--- src/design/ahpms_pkg.sv ---
// package of constants for the converter host port mode-select block
// assumes one 40 MHz system clock; no other file defines these values
package ahpms_pkg;
  // ----------------------------------------------------------------
  // bus and channel geometry
  // ----------------------------------------------------------------
  localparam int unsigned BUS_W     = 16;          // parallel bus width
  localparam int unsigned BYTE_W    = 8;           // byte-mode lane width
  localparam int unsigned PAIR_N    = 3;           // converter pairs a, b, c
  localparam int unsigned CHAN_N    = 6;           // converters, two per pair
  localparam int unsigned CHAN_W    = 3;           // channel index width
  localparam int unsigned HIGH_BYTE_ENABLE_BIT  = 7;           // line that acts as byte select
  // ----------------------------------------------------------------
  // control register layout
  // ----------------------------------------------------------------
  localparam int unsigned CTRL_SEL_LSB = 13;       // pair-select field, bits 15:13
  localparam logic [BUS_W-1:0] CTRL_RESET = 16'h0000;  // control value after reset
  localparam logic [CHAN_W-1:0] CHAN_LAST = 3'h5;      // last channel before wrap
  localparam logic [CHAN_W-1:0] CHAN_FIRST = 3'h0;     // first channel read out
  // ----------------------------------------------------------------
  // timing
  // ----------------------------------------------------------------
  localparam int unsigned CLK_PERIOD_NS = 25;      // 40 MHz system clock
  localparam int unsigned CONV_TIME_NS  = 3000;    // conversion time
  localparam int unsigned CONV_CYCLES   = CONV_TIME_NS / CLK_PERIOD_NS;
  localparam int unsigned CNT_W         = 8;       // busy counter width
  localparam logic [CNT_W-1:0] CONV_CNT = CNT_W'(CONV_CYCLES);
endpackage

--- src/design/ahpms_host_port.sv ---
// host port and mode selection of a six-converter sampling device
// assumes all host pins are asynchronous; the converter core sits on
// the system clock and hands results over in offset binary
`timescale 1ns/1ps
// Overview of operation
// standby input low stops all converters
// hardware mode: pair triggers pick sampled pairs
// software mode: control register picks sampled pairs
// serial interface: only pair-a trigger starts conversions
// word mode uses all sixteen bus lines
// byte mode: upper eight lines, line 7 selects byte
// host reads twice per result in byte mode
// host grounds word/byte select in serial use
// chip select and read low drive result out
// chip select and write low load control
// results presented in twos complement
// byte select level picks upper or lower half
module ahpms_host_port (
  input  wire logic                         I_CLK_SYS,        // 40 MHz system clock
  input  wire logic                         I_RESET,          // sync, active high
  input  wire logic                         I_STANDBY_N,      // low puts converters to standby
  input  wire logic                         I_HW_SW_SEL,      // 0 hardware, 1 software select
  input  wire logic                         I_SERIAL_SEL,     // 1 serial interface in use
  input  wire logic                         I_WORD_BYTE,      // 0 word, 1 byte transfers
  input  wire logic                         I_CS_N,           // chip select
  input  wire logic                         I_RD_N,           // read strobe
  input  wire logic                         I_WR_N,           // write strobe
  input  wire logic [ahpms_pkg::PAIR_N-1:0] I_PAIR_TRIGGER,   // pair triggers a=0, b=1, c=2
  input  wire logic [ahpms_pkg::BUS_W-1:0]  I_BUS_LINE,       // bus lines, input side
  input  wire logic                         I_RESULT_VALID,   // core result strobe
  input  wire logic [ahpms_pkg::CHAN_W-1:0] I_RESULT_CHAN,    // core result channel
  input  wire logic [ahpms_pkg::BUS_W-1:0]  I_RESULT_DATA,    // core result, offset binary
  output logic      [ahpms_pkg::BUS_W-1:0]  O_BUS_LINE,       // bus lines, output side
  output logic      [ahpms_pkg::BUS_W-1:0]  O_BUS_LINE_OE,    // per-line drive enable
  output logic      [ahpms_pkg::PAIR_N-1:0] O_PAIR_START,     // one-cycle start to core pairs
  output logic                              O_BUSY,           // conversion in progress
  output logic                              O_STANDBY,        // converters held in standby
  output logic      [ahpms_pkg::BUS_W-1:0]  O_CTRL            // control register contents
);
  import ahpms_pkg::*;

  // ----------------------------------------------------------------
  // input synchronisers
  // ----------------------------------------------------------------
  localparam int unsigned SYNC_W = 7 + PAIR_N + BUS_W;  // bundled pin count
  logic [SYNC_W-1:0] meta_q;   // first stage, read only by sync_q
  logic [SYNC_W-1:0] sync_q;   // second stage, safe to use

  // every host pin passes two flops before use
  always_ff @(posedge I_CLK_SYS) begin
    if (I_RESET) begin
      meta_q <= {{4{1'b0}}, 3'h7, {PAIR_N{1'b0}}, {BUS_W{1'b0}}};
      sync_q <= {{4{1'b0}}, 3'h7, {PAIR_N{1'b0}}, {BUS_W{1'b0}}};
    end else begin
      meta_q <= {I_STANDBY_N, I_HW_SW_SEL, I_SERIAL_SEL, I_WORD_BYTE,
                 I_CS_N, I_RD_N, I_WR_N, I_PAIR_TRIGGER, I_BUS_LINE};
      sync_q <= meta_q;
    end
  end

  logic              run_s;      // standby input, synced
  logic              sw_mode_s;  // software select mode
  logic              serial_s;   // serial interface in use
  logic              byte_s;     // byte mode requested
  logic              cs_n_s;     // chip select
  logic              rd_n_s;     // read strobe
  logic              wr_n_s;     // write strobe
  logic [PAIR_N-1:0] trig_s;     // pair triggers
  logic [BUS_W-1:0]  bus_s;      // bus lines in
  assign {run_s, sw_mode_s, serial_s, byte_s, cs_n_s, rd_n_s, wr_n_s, trig_s, bus_s} = sync_q;

  // ----------------------------------------------------------------
  // strobe decode and edge detection
  // ----------------------------------------------------------------
  logic              rd_act;     // read cycle active on parallel port
  logic              wr_act;     // write cycle active on parallel port
  logic              byte_mode;  // byte mode only with parallel port
  logic              high_byte_enable;       // high byte enable level
  logic              rd_act_q;   // previous read state
  logic              wr_act_q;   // previous write state
  logic [PAIR_N-1:0] trig_q;     // previous trigger levels
  logic [PAIR_N-1:0] trig_rise;  // trigger rising edges

  assign rd_act    = !serial_s && !cs_n_s && !rd_n_s;
  assign wr_act    = !serial_s && !cs_n_s && !wr_n_s;
  assign byte_mode = byte_s && !serial_s;
  assign high_byte_enable      = bus_s[HIGH_BYTE_ENABLE_BIT];
  assign trig_rise = trig_s & ~trig_q;

  // strobe and trigger history
  always_ff @(posedge I_CLK_SYS) begin
    if (I_RESET) begin
      rd_act_q <= 1'b0;
      wr_act_q <= 1'b0;
      trig_q   <= '0;
    end else begin
      rd_act_q <= rd_act;
      wr_act_q <= wr_act;
      trig_q   <= trig_s;
    end
  end

  // ----------------------------------------------------------------
  // control register
  // ----------------------------------------------------------------
  logic [BUS_W-1:0] ctrl_q;  // host-written control word

  // loaded while the write strobe is held; byte mode fills one half
  always_ff @(posedge I_CLK_SYS) begin
    if (I_RESET) begin
      ctrl_q <= CTRL_RESET;
    end else if (wr_act) begin
      if (!byte_mode) begin
        ctrl_q <= bus_s;
      end else if (high_byte_enable) begin
        ctrl_q[BUS_W-1:BYTE_W] <= bus_s[BUS_W-1:BYTE_W];
      end else begin
        ctrl_q[BYTE_W-1:0] <= bus_s[BUS_W-1:BYTE_W];
      end
    end
  end

  // ----------------------------------------------------------------
  // conversion start and busy timing
  // ----------------------------------------------------------------
  logic [PAIR_N-1:0] ctrl_pairs;  // pairs picked by software
  logic [PAIR_N-1:0] start_d;     // pairs to start this cycle
  logic [CNT_W-1:0]  busy_cnt_q;  // cycles left in conversion

  assign ctrl_pairs = ctrl_q[CTRL_SEL_LSB +: PAIR_N];

  // start set; triggers are dropped while busy or in standby
  always_comb begin
    start_d = '0;
    if (run_s && (busy_cnt_q == '0)) begin
      if (serial_s) begin
        // only the pair-a edge opens a conversion here
        if (trig_rise[0]) begin
          start_d = sw_mode_s ? ctrl_pairs : (trig_s | 3'h1);
        end
      end else if (sw_mode_s) begin
        if (|trig_rise) begin
          start_d = ctrl_pairs;
        end
      end else begin
        start_d = trig_rise;
      end
    end
  end

  // start pulses to the core and the busy window
  always_ff @(posedge I_CLK_SYS) begin
    if (I_RESET) begin
      O_PAIR_START <= '0;
      busy_cnt_q   <= '0;
      O_BUSY       <= 1'b0;
    end else begin
      O_PAIR_START <= start_d;
      if (|start_d) begin
        busy_cnt_q <= CONV_CNT;
      end else if (busy_cnt_q != '0) begin
        busy_cnt_q <= busy_cnt_q - 1'b1;
      end
      O_BUSY <= (|start_d) || (busy_cnt_q > 8'h01);
    end
  end

  // standby flag and control mirror
  always_ff @(posedge I_CLK_SYS) begin
    if (I_RESET) begin
      O_STANDBY <= 1'b0;
      O_CTRL    <= CTRL_RESET;
    end else begin
      O_STANDBY <= !run_s;
      O_CTRL    <= ctrl_q;
    end
  end

  // ----------------------------------------------------------------
  // result store and read pointer
  // ----------------------------------------------------------------
  logic [CHAN_W-1:0] rd_chan_q;  // channel presented to the host
  logic [BUS_W-1:0]  mem_rdata;  // registered word from the store
  logic [BUS_W-1:0]  result_tc;  // core word in twos complement
  logic              rd_end;     // read cycle just finished

  // offset binary to twos complement by flipping the sign bit
  assign result_tc = {~I_RESULT_DATA[BUS_W-1], I_RESULT_DATA[BUS_W-2:0]};
  assign rd_end    = rd_act_q && !rd_act;

  ahpms_result_mem u_mem (
    .i_clk   (I_CLK_SYS),
    .i_we    (I_RESULT_VALID),
    .i_waddr (I_RESULT_CHAN),
    .i_wdata (result_tc),
    .i_raddr (rd_chan_q),
    .o_rdata (mem_rdata)
  );

  // pointer restarts at each conversion; in byte mode it moves on
  // only after the low-byte read, so two reads make one result
  always_ff @(posedge I_CLK_SYS) begin
    if (I_RESET) begin
      rd_chan_q <= CHAN_FIRST;
    end else if (|start_d) begin
      rd_chan_q <= CHAN_FIRST;
    end else if (rd_end && (!byte_mode || !high_byte_enable)) begin
      rd_chan_q <= (rd_chan_q == CHAN_LAST) ? CHAN_FIRST : rd_chan_q + 3'h1;
    end
  end

  // ----------------------------------------------------------------
  // bus drive
  // ----------------------------------------------------------------
  // serial use leaves every line undriven, as the lines are grounded there
  always_ff @(posedge I_CLK_SYS) begin
    if (I_RESET) begin
      O_BUS_LINE    <= '0;
      O_BUS_LINE_OE <= '0;
    end else if (rd_act && !byte_mode) begin
      O_BUS_LINE    <= mem_rdata;
      O_BUS_LINE_OE <= 16'hffff;
    end else if (rd_act) begin
      // line 7 stays an input for the byte select
      O_BUS_LINE    <= {(high_byte_enable ? mem_rdata[BUS_W-1:BYTE_W] : mem_rdata[BYTE_W-1:0]),
                        8'h00};
      O_BUS_LINE_OE <= 16'hff00;
    end else begin
      O_BUS_LINE    <= '0;
      O_BUS_LINE_OE <= '0;
    end
  end
endmodule

--- src/design/ahpms_result_mem.sv ---
// six-word result store for the converter host port
// assumes single clock, write from the converter core, registered read
`timescale 1ns/1ps
module ahpms_result_mem (
  input  wire logic                           i_clk,    // system clock
  input  wire logic                           i_we,     // write strobe
  input  wire logic [ahpms_pkg::CHAN_W-1:0]   i_waddr,  // write channel
  input  wire logic [ahpms_pkg::BUS_W-1:0]    i_wdata,  // write word
  input  wire logic [ahpms_pkg::CHAN_W-1:0]   i_raddr,  // read channel
  output logic      [ahpms_pkg::BUS_W-1:0]    o_rdata   // registered read word
);
  import ahpms_pkg::*;
  logic [BUS_W-1:0] mem_q [CHAN_N];  // one word per converter

  // write port, out-of-range channels dropped
  always_ff @(posedge i_clk) begin
    if (i_we && (i_waddr <= CHAN_LAST)) begin
      mem_q[i_waddr] <= i_wdata;
    end
  end

  // read port, one cycle of latency
  always_ff @(posedge i_clk) begin
    if (i_raddr <= CHAN_LAST) begin
      o_rdata <= mem_q[i_raddr];
    end else begin
      o_rdata <= '0;
    end
  end
endmodule

--- config.mk ---
export PLATFORM = sky130hd
export DESIGN_NAME = ahpms_host_port
export DESIGN_NICKNAME = d
export VERILOG_FILES = /design/src/design/ahpms_pkg.sv /design/src/design/ahpms_host_port.sv /design/src/design/ahpms_result_mem.sv
export SDC_FILE = /design/constraint.sdc
export NUM_CORES = 1
export LEC_CHECK = 0
export ABC_AREA = 1
export BUFFER_PORTS_ARGS = -buffer_cell sky130_fd_sc_hd__buf_2
export CAP_MARGIN = 15
export CORE_UTILIZATION = 40
export DETAILED_ROUTE_END_ITERATION = 6
export PLACE_DENSITY_LB_ADDON = 0.1
export SLEW_MARGIN = 20
export SYNTH_ARGS = -nofsm -noshare
export SYNTH_HDL_FRONTEND = slang
export SYNTH_SLANG_ARGS = --single-unit
--- constraint.sdc ---
create_clock -name I_CLK_SYS -period 2.1 [get_ports I_CLK_SYS]
set_clock_uncertainty 0.1 [all_clocks]
set_input_delay 0.21 -clock I_CLK_SYS [delete_from_list [all_inputs] [get_ports I_CLK_SYS]]
set_output_delay 0.21 -clock I_CLK_SYS [all_outputs]
set_load 0.005 [all_outputs]
**Word-level counts from Yosys, hierarchy flattened**

Memories as Yosys holds them, arrays and structs flattened. A register that Yosys moved wholly into a read port is not among the register bits.
Cells that the tools add are included.

- RAM bits: 96
- Word-level logic and storage cells: 74
- Memories: 1
- Bits in registers: 136

Memories:

| memory | depth | width | rd ports | clocked after memory_dff | wr ports | RTL line | text |
|---|---|---|---|---|---|---|---|
| u_mem.mem_q | 6 | 16 | 1 | 1 | 1 | ahpms_result_mem.sv:13 | `logic [BUS_W-1:0] mem_q [CHAN_N];` |

- $add $sub $neg: 2
- Equal/unequal tests: 3
- Muxes and demuxes: 19
- Reduce and logical (&&, ||, !) cells: 28
- Bitwise logic cells: 3
- Magnitude comparators: 3

Operators with widths:

| kind | count |
|---|---|
| 16-bit two-way mux | 5 |
| 8-bit two-way mux | 3 |
| 3-bit two-way mux | 7 |
| 7-bit two-way mux | 2 |
| 1-bit logical AND | 9 |
| 1-bit logical NOT | 9 |
| 8-bit by 1-bit > comparator with 1-bit output, second input constant | 1 |
| 8-bit logical NOT | 1 |
| 8-bit nonzero test | 1 |
| 8-bit by 1-bit subtractor with 8-bit output, second input constant | 1 |
| 3-bit less-or-equal comparator, second input constant | 2 |
| 3-bit OR reduction | 2 |
| 2-bit != test, second input constant | 2 |
| 2-bit AND reduction | 2 |
| 4-bit OR reduction | 1 |
| 3-bit by 1-bit adder with 3-bit output, second input constant | 1 |
| 3-bit AND | 1 |
| 3-bit equality test, second input constant | 1 |
| 3-bit inverter | 1 |
| 1-bit logical OR | 2 |
| 1-bit two-way mux | 2 |
| 2-bit nonzero test | 1 |
| 1-bit inverter | 1 |

**Logic depth before layout (Yosys ltp)**

Gate-level depths: netlist of the first run.

- Word-level depth: 9
- Gate-level depth with buffers: 9
- Gate-level depth less buffers: 9

**Cells and area by module**

A second synthesis of the first run with hierarchy kept.

- Cells, all modules: 804
- Area total of the unflattened synthesis: 8369.3 um^2

By module, submodules not included:

| module | cells each | sequential area each (um^2) | instances | area each (um^2) |
|---|---|---|---|---|
| ahpms_host_port | 493 | 2442.3 | 1 | 4202.8 |
| ahpms_result_mem | 311 | 3203.1 | 1 | 4166.5 |

**Least setup slack after synthesis of the first run**

Ideal clock, no wire load.

- Path type: input to register
- From: in I_RESULT_CHAN[2] in the netlist's numbering
- To: mem u_mem.mem_q[2][0] (enable)
- Arrival time: 1.032 ns
- Library setup time: 0.388 ns
- Stages on the path: 3
- Setup slack: 0.580 ns
- Path buffers: 0
- Path through: inv_1 -> nand2_1 -> nor2_1

- Longest elaborated chain between the ends: 4

Ends and longest elaborated chain:

| element | RTL line | text |
|---|---|---|
| from (decl) | ahpms_host_port.sv:31 | `input wire logic [ahpms_pkg::CHAN_W-1:0] I_RESULT_CHAN,` |
| 3-bit less-or-equal comparator | ahpms_result_mem.sv:17 | `if (i_we && (i_waddr <= CHAN_LAST)) begin` |
| 1-bit logical AND | ahpms_result_mem.sv:17 |  |
| 1-bit two-way mux | ahpms_result_mem.sv:17 |  |
| 1-bit two-way mux (not written as such) | ahpms_result_mem.sv:18 | `mem_q[i_waddr] <= i_wdata;` |
| to (decl) | ahpms_result_mem.sv:13 |  |

Several ways; a longest one is shown, not always the timed one.

**Worst setup path after layout of the first run**

- From: reg sync_q[22]
- To: reg ctrl_q[9]

- Longest elaborated chain between the ends: 3
- Elaborated cells on any way between the ends: 4

Ends and longest elaborated chain:

| element | RTL line | text |
|---|---|---|
| from (decl) | ahpms_host_port.sv:47 | `logic [SYNC_W-1:0] sync_q;` |
| from (signal assigned) | ahpms_host_port.sv:53 | `sync_q <= {{4{1'b0}}, 3'h7, {PAIR_N{1'b0}}, {BUS_W{1'b0}}};` |
| from (signal assigned) | ahpms_host_port.sv:57 | `sync_q <= meta_q;` |
| 1-bit logical AND (*) | ahpms_host_port.sv:86 | `assign byte_mode = byte_s && !serial_s;` |
| 2-bit != test (no source line) | n/a |  |
| 2-bit AND reduction (no source line) | n/a |  |
| to (signal assigned) | ahpms_host_port.sv:114 | `ctrl_q <= bus_s;` |
| to (signal, indexed assignment) | ahpms_host_port.sv:116 | `ctrl_q[BUS_W-1:BYTE_W] <= bus_s[BUS_W-1:BYTE_W];` |
| to (signal, indexed assignment) | ahpms_host_port.sv:118 | `ctrl_q[BYTE_W-1:0] <= bus_s[BUS_W-1:BYTE_W];` |
| to (decl) | ahpms_host_port.sv:106 | `logic [BUS_W-1:0] ctrl_q;` |

Mark *: on every way between the ends. The rest lies on a longest branch, timed or not.
A chain may end at the register's enable or synchronous reset.

==> impl_metrics.env, run 1 <==
export IMPL_port_buffer_count=100
export IMPL_drcViolationCount=0
export IMPL_worst_pin_slew_ns=0.767
export IMPL_tritoncts_clock_tree="done"
export IMPL_netlist_instances=762
export IMPL_drt_wirelength_per_cell_um=13.7
export IMPL_cts_sinks=234
export IMPL_synth_avg_cell_area_sq_um=10.9
export IMPL_cp_end_kind="register"
export IMPL_grt_antenna_before_repair=0
export IMPL_crit_family="simple AND/OR/NAND/NOR gates"
export IMPL_cellPowerDensity_nw_per_um2=972
export IMPL_status="finished, final reports clean"
export IMPL_max_clock_buf_depth=3
export IMPL_cp_slowest_stage_delay_ns=0.63
export IMPL_period_share=0.833
export IMPL_rows=52
export IMPL_synth_enable_flop_cells=96
export IMPL_postSynth_asyncResetShare=0
export IMPL_clock_insertion_delay_worst_skew_ns=0.50
export IMPL_htreeDepth=1
export IMPL_mappedNetlistArea_sq_um=8280
export IMPL_final_layout_size_suffix_gt1_frac=0.192
export IMPL_fp_coreArea_sq_um=20200
export IMPL_grt_setup_unrepaired="false"
export IMPL_worst_path_stages=5
export IMPL_worstPathMaxFanout=16
export IMPL_final_net_count=958
export IMPL_finish_utilization=0.506
export IMPL_critPathLaunchType="register"
export IMPL_post_cts_setup_buffers=0
export IMPL_worst_path_buf_inv=1
export IMPL_post_detailed_placement_half_perimeter_wirelength_mm=10.7
export IMPL_gr_total_overflow=0
export IMPL_antenna_left=0
export IMPL_dominantRegCellSynth="sky130_fd_sc_hd__dfxtp_1"
export IMPL_total_via_count_in_the_routed_design=5404
export IMPL_effective_utilization_at_floorplan=0.409
export IMPL_layout_area_overhead_vs_synth_pct=23.6
export IMPL_post_synthesis_cell_type_count=38
export IMPL_hold_class="input pin to register"
export IMPL_final_fill_count=1825
export IMPL_clock_root_buffer="sky130_fd_sc_hd__clkbuf_16"
export IMPL_cts_made_buffers=25
export IMPL_grt_pass1_vias=5424
export IMPL_timing_critical_path_required_ns=2.43
export IMPL_critical_path_start_end_classification="register to register"
export IMPL_cts_repair_resized=0
export IMPL_design_die_area_sq_um=21300
export IMPL_drt_pass1_iterations=4
export IMPL_detail_route_vias_per_cell=4.52
export IMPL_timing_setup_tns_ns=0
export IMPL_max_slew_margin=0.489
export IMPL_ys_warn_count=0
export IMPL_die_y_um=146
export IMPL_largest_net_degree_at_the_start_of_global_routing=65
export IMPL_worstPathCellList="inv_2 -> nor2_8 -> or2_0 -> o21ai_0 -> a21oi_1"
export IMPL_timing_critical_path_arrival_ns=2.08
export IMPL_max_clock_freq_ghz=0.572
export IMPL_detail_route_wirelength_mm=16.4
export IMPL_timing_final_crit_period_ns=1.75
export IMPL_r2r_worst_path_cells=5
export IMPL_maxCapViolations=0
export IMPL_grtUsageTotal=0.158
export IMPL_final_setup_violation_count=0
export IMPL_die_w_um=146
export IMPL_synth_seq_cells=234
export IMPL_irDropWorstVdd_v=0.000530
export IMPL_p_leak_nw=4.24
export IMPL_syn_num_nets=813
export IMPL_cts_reportedPaths_clkPinSlew_ns=0.06
export IMPL_whs_path_depth=4
export IMPL_critical_path_slowest_cell="sky130_fd_sc_hd__or2_0"
export IMPL_grt_first_pass_wirelength_mm=26.9
export IMPL_ys_seq_area_frac=0.682
export IMPL_drt_initial_drc_count=229
export IMPL_antenna_cells_inserted=0
export IMPL_slew_violations=0
export IMPL_timing_hold_violations_final=0
export IMPL_pin_count=101
export IMPL_gp_congestion=0.815
[worst register-to-register path, cell delays in order (launching register included)]
cell and delay (ns):
sky130_fd_sc_hd__dfxtp_1 0.38, sky130_fd_sc_hd__inv_2 0.09, sky130_fd_sc_hd__nor2_8 0.15, sky130_fd_sc_hd__or2_0 0.63, sky130_fd_sc_hd__o21ai_0 0.18, sky130_fd_sc_hd__a21oi_1 0.15
[path summary, 6_finish.rpt]
kind                                       startpoint                           to  slack, ns
worst min register to register   meta_q[6]$_SDFF_PP0_         sync_q[6]$_SDFF_PP0_       0.30
worst min-delay path                 I_RESULT_CHAN[1]  u_mem.mem_q[3][5]$_DFFE_PP_       0.19
worst max-delay path            sync_q[22]$_SDFF_PP0_       ctrl_q[9]$_SDFFE_PP0P_       0.35
worst max register to register  sync_q[22]$_SDFF_PP0_       ctrl_q[9]$_SDFFE_PP0P_       0.35
[timing repair]
action | CTS | global route
setup endpoints to repair | 0 | 0
hold endpoints to repair | 123 | 0
hold buffers | 43 | 0
[area by class of cell]
cell class | count | area, sq um | area share
clock inverter | 8 | 65.1 | 0.00636
clock buffer | 37 | 711 | 0.0694
sequential | 234 | 5650 | 0.552
tap | 270 | 338 | 0.0330
timing repair buffer | 158 | 1070 | 0.104
inverter | 105 | 394 | 0.0385
multi-input combinational | 383 | 2010 | 0.196
[state kept, by name, indices dropped and copies added, names as in the netlist, 2 cells and up]
signal	count
O_BUS_LINE	16
O_BUS_LINE_OE	2
O_CTRL	16
O_PAIR_START	3
busy_cnt_q	8
ctrl_q	16
meta_q	26
rd_chan_q	3
sync_q	26
trig_q	3
u_mem.mem_q	96
u_mem.o_rdata	16
[stage by stage]
stage / cell area, sq um / cells / hold WS, ns / power (mW) / setup slack, ns
final: 10200 / 1195 / 0.193 / 9.94 / 0.350
after global routing: 10200 / 1195 / 0.200 / 10.4 / 0.106
after CTS: 10200 / 1195 / 0.182 / 10.1 / 0.316
after detailed placement: 9030 / 1107 / 0.298 / 5.90 / 0.324
after global placement: 9030 / 1107 / 0.292 / 5.87 / 0.423
after floorplan: 8280 / 762 / 0.188 / 5.67 / 0.580
[kinds of logic after synthesis]
kind of cell,share of synthesized area
simple gates,0.125
flops,0.682
buf+inv,0.0755
compound gates,0.0728
mux,0.0363
xor+xnor,0.00423
fa+ha+maj,0.00453
[per-layer routing]
| layer | GRT usage | routed length [um] | vias to the layer above |
|---|---|---|---|
| met5 | 0 | 0 | - |
| met4 | 0.0421 | 323 | 0 |
| met3 | 0.0329 | 724 | 26 |
| met2 | 0.279 | 8040 | 97 |
| met1 | 0.197 | 7310 | 2522 |
| li1 | - | - | 2759 |
[Yosys cell counts (2+ instances only)]
library cell	number	area [sq um]
sky130_fd_sc_hd__xor2_1	2	17.5
sky130_fd_sc_hd__edfxtp_1	96	2880
sky130_fd_sc_hd__dfxtp_1	138	2760
sky130_fd_sc_hd__nor3_1	4	20.0
sky130_fd_sc_hd__mux2i_1	30	300
sky130_fd_sc_hd__nand3_2	3	30.0
sky130_fd_sc_hd__nand2_1	64	240
sky130_fd_sc_hd__nor2_1	140	526
sky130_fd_sc_hd__ha_1	3	37.5
sky130_fd_sc_hd__a22oi_1	2	15.0
sky130_fd_sc_hd__nor2_4	3	33.8
sky130_fd_sc_hd__o22ai_1	16	100
sky130_fd_sc_hd__o21ai_0	47	235
sky130_fd_sc_hd__a31oi_1	8	50.1
sky130_fd_sc_hd__buf_2	5	25.0
sky130_fd_sc_hd__buf_4	16	120
sky130_fd_sc_hd__or2_2	6	37.5
sky130_fd_sc_hd__inv_1	100	375
sky130_fd_sc_hd__nand2_2	3	18.8
sky130_fd_sc_hd__xnor2_1	2	17.5
sky130_fd_sc_hd__a211oi_1	8	60.1
sky130_fd_sc_hd__buf_6	2	22.5
sky130_fd_sc_hd__a21oi_1	20	100
sky130_fd_sc_hd__clkbuf_1	16	60.1
sky130_fd_sc_hd__inv_2	4	15.0
sky130_fd_sc_hd__nand3_1	6	30.0
sky130_fd_sc_hd__o21ai_1	7	35.0
[where the power goes]
part	internal [mW]	total (mW)	switching [mW]
combinational	0.358	0.836	0.478
sequential	4.92	5.02	0.0969
clock	2.45	4.09	1.63
total	7.73	9.94	2.21
[layout by cell type (no fill, tap or decap), types with 4 or more instances in the layout]
master,instances
sky130_fd_sc_hd__o22ai_1,16
sky130_fd_sc_hd__edfxtp_1,96
sky130_fd_sc_hd__clkinv_2,7
sky130_fd_sc_hd__mux2i_1,30
sky130_fd_sc_hd__dlygate4sd3_1,43
sky130_fd_sc_hd__o21ai_0,47
sky130_fd_sc_hd__clkbuf_8,4
sky130_fd_sc_hd__nor2_1,140
sky130_fd_sc_hd__a31oi_1,8
sky130_fd_sc_hd__nor3_1,4
sky130_fd_sc_hd__inv_2,4
sky130_fd_sc_hd__buf_2,100
sky130_fd_sc_hd__or2_2,6
sky130_fd_sc_hd__nand3_1,6
sky130_fd_sc_hd__a21oi_1,20
sky130_fd_sc_hd__dfxtp_1,137
sky130_fd_sc_hd__nand2_1,64
sky130_fd_sc_hd__clkbuf_1,8
sky130_fd_sc_hd__buf_4,13
sky130_fd_sc_hd__clkbuf_16,25
sky130_fd_sc_hd__a211oi_1,8
sky130_fd_sc_hd__inv_1,100
sky130_fd_sc_hd__o21ai_1,7
Power figures use the tool's default switching activity.
==> run 2, diff against run 1 <==
- clock period: 2.1 -> 1.5 ns (I/O delays scaled with it)
==> run 2 against run 1 <==
Net effect:
- design area rose by 3.3%
- largest power group unchanged
- first-iteration DRC count fell by 7.9%
- fmax rose by 20%
- critical endpoint is now rd_chan_q[2]$_SDFFE_PP0P_
- cell count rose by 1.8%
- global-route usage barely moved
- largest cell class unchanged
==> impl_metrics.env, run 2 (same netlist as run 1, synthesis figures left out) <==
export IMPL_status="finished, final reports clean"
export IMPL_final_setup_violation_count=0
export IMPL_critical_path_start_end_classification="register to register"
export IMPL_grtUsageTotal=0.158
export IMPL_timing_hold_violations_final=0
export IMPL_design_die_area_sq_um=21300
export IMPL_slew_violations=0
export IMPL_p_leak_nw=4.38
export IMPL_antenna_left=0
export IMPL_max_slew_margin=0.673
export IMPL_gr_total_overflow=0
export IMPL_drt_pass1_iterations=4
export IMPL_cts_sinks=234
export IMPL_worstPathMaxFanout=7
export IMPL_final_layout_size_suffix_gt1_frac=0.233
export IMPL_worstReg2RegEnd="rd_chan_q[2]$_SDFFE_PP0P_"
export IMPL_layout_area_overhead_vs_synth_pct=27.6
export IMPL_period_share=0.974
export IMPL_grt_antenna_before_repair=0
export IMPL_port_buffer_count=100
export IMPL_timing_critical_path_required_ns=1.79
export IMPL_final_common_cell="sky130_fd_sc_hd__nor2_1"
export IMPL_tritoncts_clock_tree="done"
export IMPL_hold_class="input pin to register"
export IMPL_effective_utilization_at_floorplan=0.409
export IMPL_drt_wirelength_per_cell_um=14.0
export IMPL_regToRegStartpoint="busy_cnt_q[1]$_SDFFE_PP0P_"
export IMPL_fp_coreArea_sq_um=20200
export IMPL_power_share_clock=0.411
export IMPL_worstSetupEndpoint="rd_chan_q[2]$_SDFFE_PP0P_"
export IMPL_critPathLaunchType="register"
export IMPL_power_net_switching_mw=3.28
export IMPL_grt_pass1_vias=5415
export IMPL_largest_net_degree_at_the_start_of_global_routing=48
export IMPL_registers_top_by_ff_count="u_mem.mem_q"
export IMPL_timing_final_crit_period_ns=1.46
export IMPL_most_frequent_cells_in_the_layout="134 x sky130_fd_sc_hd__nor2_1, 133 x sky130_fd_sc_hd__dfxtp_1, 100 x sky130_fd_sc_hd__buf_2, 98 x sky130_fd_sc_hd__inv_1, 96 x sky130_fd_sc_hd__edfxtp_1"
export IMPL_cp_end_kind="register"
export IMPL_detail_route_wirelength_mm=17.0
export IMPL_drcViolationCount=0
export IMPL_die_w_um=146
export IMPL_timing_critical_path_arrival_ns=1.75
export IMPL_gp_congestion=0.822
export IMPL_grt_setup_unrepaired="true"
export IMPL_swShare=0.227
export IMPL_final_fill_count=1806
export IMPL_htreeDepth=1
export IMPL_final_hold_worst_slack_ns=0.188
export IMPL_worstSetupStartpoint="busy_cnt_q[1]$_SDFFE_PP0P_"
export IMPL_maxCapViolations=0
export IMPL_die_y_um=146
export IMPL_irDropWorstVdd_v=0.000848
export IMPL_final_net_count=980
export IMPL_setup_reg_to_reg_worst_slack_ns=0.04
export IMPL_cellPowerDensity_nw_per_um2=1370
export IMPL_post_detailed_placement_half_perimeter_wirelength_mm=10.7
export IMPL_timing_setup_tns_ns=0
export IMPL_power_frac_comb=0.102
export IMPL_worst_pin_slew_ns=0.490
export IMPL_total_via_count_in_the_routed_design=5558
export IMPL_max_clock_freq_ghz=0.685
export IMPL_clock_insertion_delay_worst_skew_ns=0.51
export IMPL_antenna_cells_inserted=0
export IMPL_r2r_worst_path_cells=7
export IMPL_cts_made_buffers=25
export IMPL_rows=52
export IMPL_grt_first_pass_wirelength_mm=26.8
export IMPL_drt_initial_drc_count=211
export IMPL_clock_root_buffer="sky130_fd_sc_hd__clkbuf_16"
export IMPL_max_clock_buf_depth=3
export IMPL_cts_reportedPaths_clkPinSlew_ns=0.06
export IMPL_pin_count=101
export IMPL_seq_power_share=0.487
export IMPL_detail_route_vias_per_cell=4.57
export IMPL_regs_by_ff_count="u_mem.mem_q x96, meta_q x26, sync_q x26"
export IMPL_internal_power_mw=11.2
export IMPL_largest_register_ff_count=96
[run 2: worst min path at each step]
stage	startpoint	endpoint	slack [ns]	cells past startpoint
global placement	I_CS_N	meta_q[21]$_SDFF_PP1_	0.24	2
floorplan	I_RESET	rd_act_q$_SDFF_PP0_	0.13	1
finish	I_RESULT_CHAN[2]	u_mem.mem_q[5][10]$_DFFE_PP_	0.19	4
global route	I_RESULT_CHAN[1]	u_mem.mem_q[3][15]$_DFFE_PP_	0.20	4
detailed placement	I_RD_N	meta_q[20]$_SDFF_PP1_	0.24	2
CTS	I_RESULT_CHAN[2]	u_mem.mem_q[5][5]$_DFFE_PP_	0.17	4
[run 2: power by group through the flow]
stage	Clock [mW]	Sequential [mW]	Combinational (mW)
floorplan	0	7.14	0.802
global placement	0	7.15	1.14
detailed placement	0	7.15	1.17
CTS	6.11	7.03	1.34
global route	6.37	7.07	1.65
finish	5.94	7.05	1.48
[run 2: what timing repair did]
| item | in CTS | in global routing |
|---|---|---|
| hold buffers | 43 | 0 |
| endpoints found under the setup margin | 19 | 41 |
| hold endpoints to repair | 126 | 0 |
| pin swaps | 5 | 11 |
| resized for setup | 9 | 19 |
| setup buffers | 1 | 6 |
[run 2: critical path, stage by stage (launching register included)]
cell,delay [ns]
sky130_fd_sc_hd__dfxtp_2,0.33
sky130_fd_sc_hd__inv_4,0.07
sky130_fd_sc_hd__ha_4,0.16
sky130_fd_sc_hd__nand2_4,0.07
sky130_fd_sc_hd__nor3_4,0.23
sky130_fd_sc_hd__nand3_2,0.16
sky130_fd_sc_hd__nand4_4,0.17
sky130_fd_sc_hd__nor2_1,0.06
[run 2: metal layers]
metal  wire length [um]  track usage  part of all wire  up-vias
li1                   -            -                 -     2802
met1               7610        0.197              0.45     2611
met2               8270        0.280              0.49      113
met3                716       0.0304             0.042       32
met4                399       0.0400             0.023        0
met5                  0            0                 0        -
[run 2: area by class of cell]
| cell class | instances | area (sq um) | area share |
|---|---|---|---|
| Clock inverter | 6 | 56.3 | 0.00533 |
| Timing Repair Buffer | 180 | 1270 | 0.120 |
| Tap cell | 270 | 338 | 0.0320 |
| Sequential cell | 234 | 5650 | 0.535 |
| Clock buffer | 39 | 758 | 0.0718 |
| Multi-Input combinational cell | 383 | 2090 | 0.198 |
| Inverter | 105 | 397 | 0.0375 |
[run 2: metrics by stage]
step / total power [mW] / util / std cells / worst slack (ns) / cell area (sq um)
2_1_floorplan: 7.94 / - / 762 / 0.0399 / 8280
3_3_place_gp: 8.28 / 0.453 / 1122 / -0.0199 / 9170
3_5_place_dp: 8.32 / 0.453 / 1122 / -0.0679 / 9170
4_1_cts: 14.5 / 0.517 / 1211 / -0.0318 / 10500
5_1_grt: 15.1 / 0.522 / 1217 / -0.0706 / 10600
6_report: 14.5 / 0.522 / 1217 / 0.0393 / 10600
==> run 3, diff against run 2 <==
- clock period: 1.5 -> 1.45 ns (I/O delays scaled with it)
==> run 3 against run 2 <==
Net effect:
- first-iteration DRC count shrank 20%
- core utilization rose by 0.98 points
- total power rose by 5.0%
- critical path depth up 1
- register-to-register slack worse by 0.04 ns
- clock-buffer cell count did not move
- non-clock buffer count up 16
- critical path type unchanged
==> impl_metrics.env, run 3 (same netlist as run 1, synthesis figures left out) <==
export IMPL_maxCapViolations=0
export IMPL_port_buffer_count=100
export IMPL_most_frequent_cells_in_the_layout="133 x sky130_fd_sc_hd__dfxtp_1, 132 x sky130_fd_sc_hd__nor2_1, 100 x sky130_fd_sc_hd__buf_2, 96 x sky130_fd_sc_hd__inv_1, 96 x sky130_fd_sc_hd__edfxtp_1"
export IMPL_registers_top_by_ff_count="u_mem.mem_q"
export IMPL_grt_first_pass_wirelength_mm=27.5
export IMPL_grt_pass1_vias=5606
export IMPL_largest_register_ff_count=96
export IMPL_drcViolationCount=0
export IMPL_timing_critical_path_required_ns=1.74
export IMPL_max_slew_margin=0.678
export IMPL_antenna_left=0
export IMPL_cts_made_buffers=25
export IMPL_final_hold_worst_slack_ns=0.134
export IMPL_cellPowerDensity_nw_per_um2=1410
export IMPL_largest_net_degree_at_the_start_of_global_routing=47
export IMPL_rows=52
export IMPL_postLayoutCellArea_sq_um=10800
export IMPL_pin_count=101
export IMPL_cts_reportedPaths_clkPinSlew_ns=0.06
export IMPL_drt_pass1_iterations=4
export IMPL_detail_route_vias_per_cell=4.55
export IMPL_clock_root_buffer="sky130_fd_sc_hd__clkbuf_16"
export IMPL_grt_setup_unrepaired="true"
export IMPL_fin_cells=1233
export IMPL_cp_end_kind="register"
export IMPL_htreeDepth=1
export IMPL_detail_route_wirelength_mm=17.0
export IMPL_timing_setup_tns_ns=0
export IMPL_r2r_worst_path_cells=8
export IMPL_final_common_cell="sky130_fd_sc_hd__dfxtp_1"
export IMPL_drt_wirelength_per_cell_um=13.8
export IMPL_critical_path_start_end_classification="register to register"
export IMPL_hold_class="input pin to register"
export IMPL_timing_hold_violations_final=0
export IMPL_regs_by_ff_count="u_mem.mem_q x96, meta_q x26, sync_q x26"
export IMPL_worstPathMaxFanout=4
export IMPL_slew_violations=0
export IMPL_max_clock_freq_ghz=0.691
export IMPL_effective_utilization_at_floorplan=0.409
export IMPL_gp_congestion=0.834
export IMPL_grt_antenna_before_repair=0
export IMPL_tritoncts_clock_tree="done"
export IMPL_timing_final_crit_period_ns=1.45
export IMPL_layout_area_overhead_vs_synth_pct=30.0
export IMPL_design_die_area_sq_um=21300
export IMPL_worst_pin_slew_ns=0.482
export IMPL_post_dp_cell_area_sq_um=9240
export IMPL_final_setup_violation_count=0
export IMPL_number_of_placed_cells_counting_well_taps=1130
export IMPL_period_share=0.998
export IMPL_max_clock_buf_depth=3
export IMPL_status="finished, final reports clean"
export IMPL_clock_insertion_delay_worst_skew_ns=0.50
export IMPL_die_w_um=146
export IMPL_p_leak_nw=4.49
export IMPL_whs_path_depth=4
export IMPL_gr_total_overflow=0
export IMPL_die_y_um=146
export IMPL_final_net_count=996
export IMPL_fin_total_pwr_mw=15.2
export IMPL_grtUsageTotal=0.161
export IMPL_irDropWorstVdd_v=0.000940
export IMPL_drt_initial_drc_count=168
export IMPL_post_detailed_placement_half_perimeter_wirelength_mm=11.1
export IMPL_total_via_count_in_the_routed_design=5613
export IMPL_fp_coreArea_sq_um=20200
export IMPL_timing_critical_path_arrival_ns=1.74
export IMPL_antenna_cells_inserted=0
export IMPL_cts_sinks=234
export IMPL_final_layout_size_suffix_gt1_frac=0.249
export IMPL_critPathLaunchType="register"
run 3: where the power goes:
part | switching (mW) | leakage (nW) | internal, mW
registers | 0.155 | 2.01 | 7.14
clock network | 2.39 | 0.413 | 3.91
logic | 0.836 | 2.07 | 0.767
run 3: area by class of cell:
type / count / area (sq um)
tap: 270 / 338
sequential: 234 / 5650
fill: 1800 / 9470
inverter: 105 / 402
clock inverter: 6 / 82.6
timing repair buffer: 196 / 1430
multi-input combinational: 383 / 2100
clock buffer: 39 / 753
run 3: worst max-delay path, cell delays in order (launching register included):
cell                      delay (ns)
sky130_fd_sc_hd__dfxtp_2        0.33
sky130_fd_sc_hd__buf_4          0.14
sky130_fd_sc_hd__nor3_1         0.18
sky130_fd_sc_hd__buf_4          0.15
sky130_fd_sc_hd__nand2_1        0.06
sky130_fd_sc_hd__xor2_1         0.17
sky130_fd_sc_hd__nor2_1         0.06
sky130_fd_sc_hd__nor2_1         0.10
sky130_fd_sc_hd__nor2_1         0.05
run 3: metal layers:
layer / part of all wire / vias up / track usage
li1: - / 2830 / -
met1: 0.45 / 2646 / 0.199
met2: 0.49 / 110 / 0.289
met3: 0.042 / 27 / 0.0304
met4: 0.019 / 0 / 0.0421
met5: 0 / - / 0
run 3: worst paths after layout:
check                                                 from                          end  slack, ns
worst min register to register       meta_q[10]$_SDFF_PP0_        sync_q[10]$_SDFF_PP0_       0.30
worst min-delay path                      I_RESULT_CHAN[2]  u_mem.mem_q[4][5]$_DFFE_PP_       0.13
worst max register to register  busy_cnt_q[0]$_SDFFE_PP0P_   busy_cnt_q[5]$_SDFFE_PP0P_      0.003
worst max-delay path            busy_cnt_q[0]$_SDFFE_PP0P_   busy_cnt_q[5]$_SDFFE_PP0P_      0.003
run 3: through the flow:
| step | setup slack [ns] | util |
|---|---|---|
| 3_5_place_dp | -0.167 | 0.457 |
| 5_1_grt | -0.0649 | 0.532 |
| 6_report | 0.00261 | 0.532 |
| 3_3_place_gp | -0.0170 | 0.457 |
| 4_1_cts | 0.00387 | 0.525 |
| 2_1_floorplan | -0.00512 | - |
run 3: repair_timing:
action	CTS	global route
endpoints found under the setup margin	12	30
hold buffers	46	0
gates resized for setup	20	20
pin swaps	14	14
buffers inserted	2	10
endpoints found under the hold margin	128	0
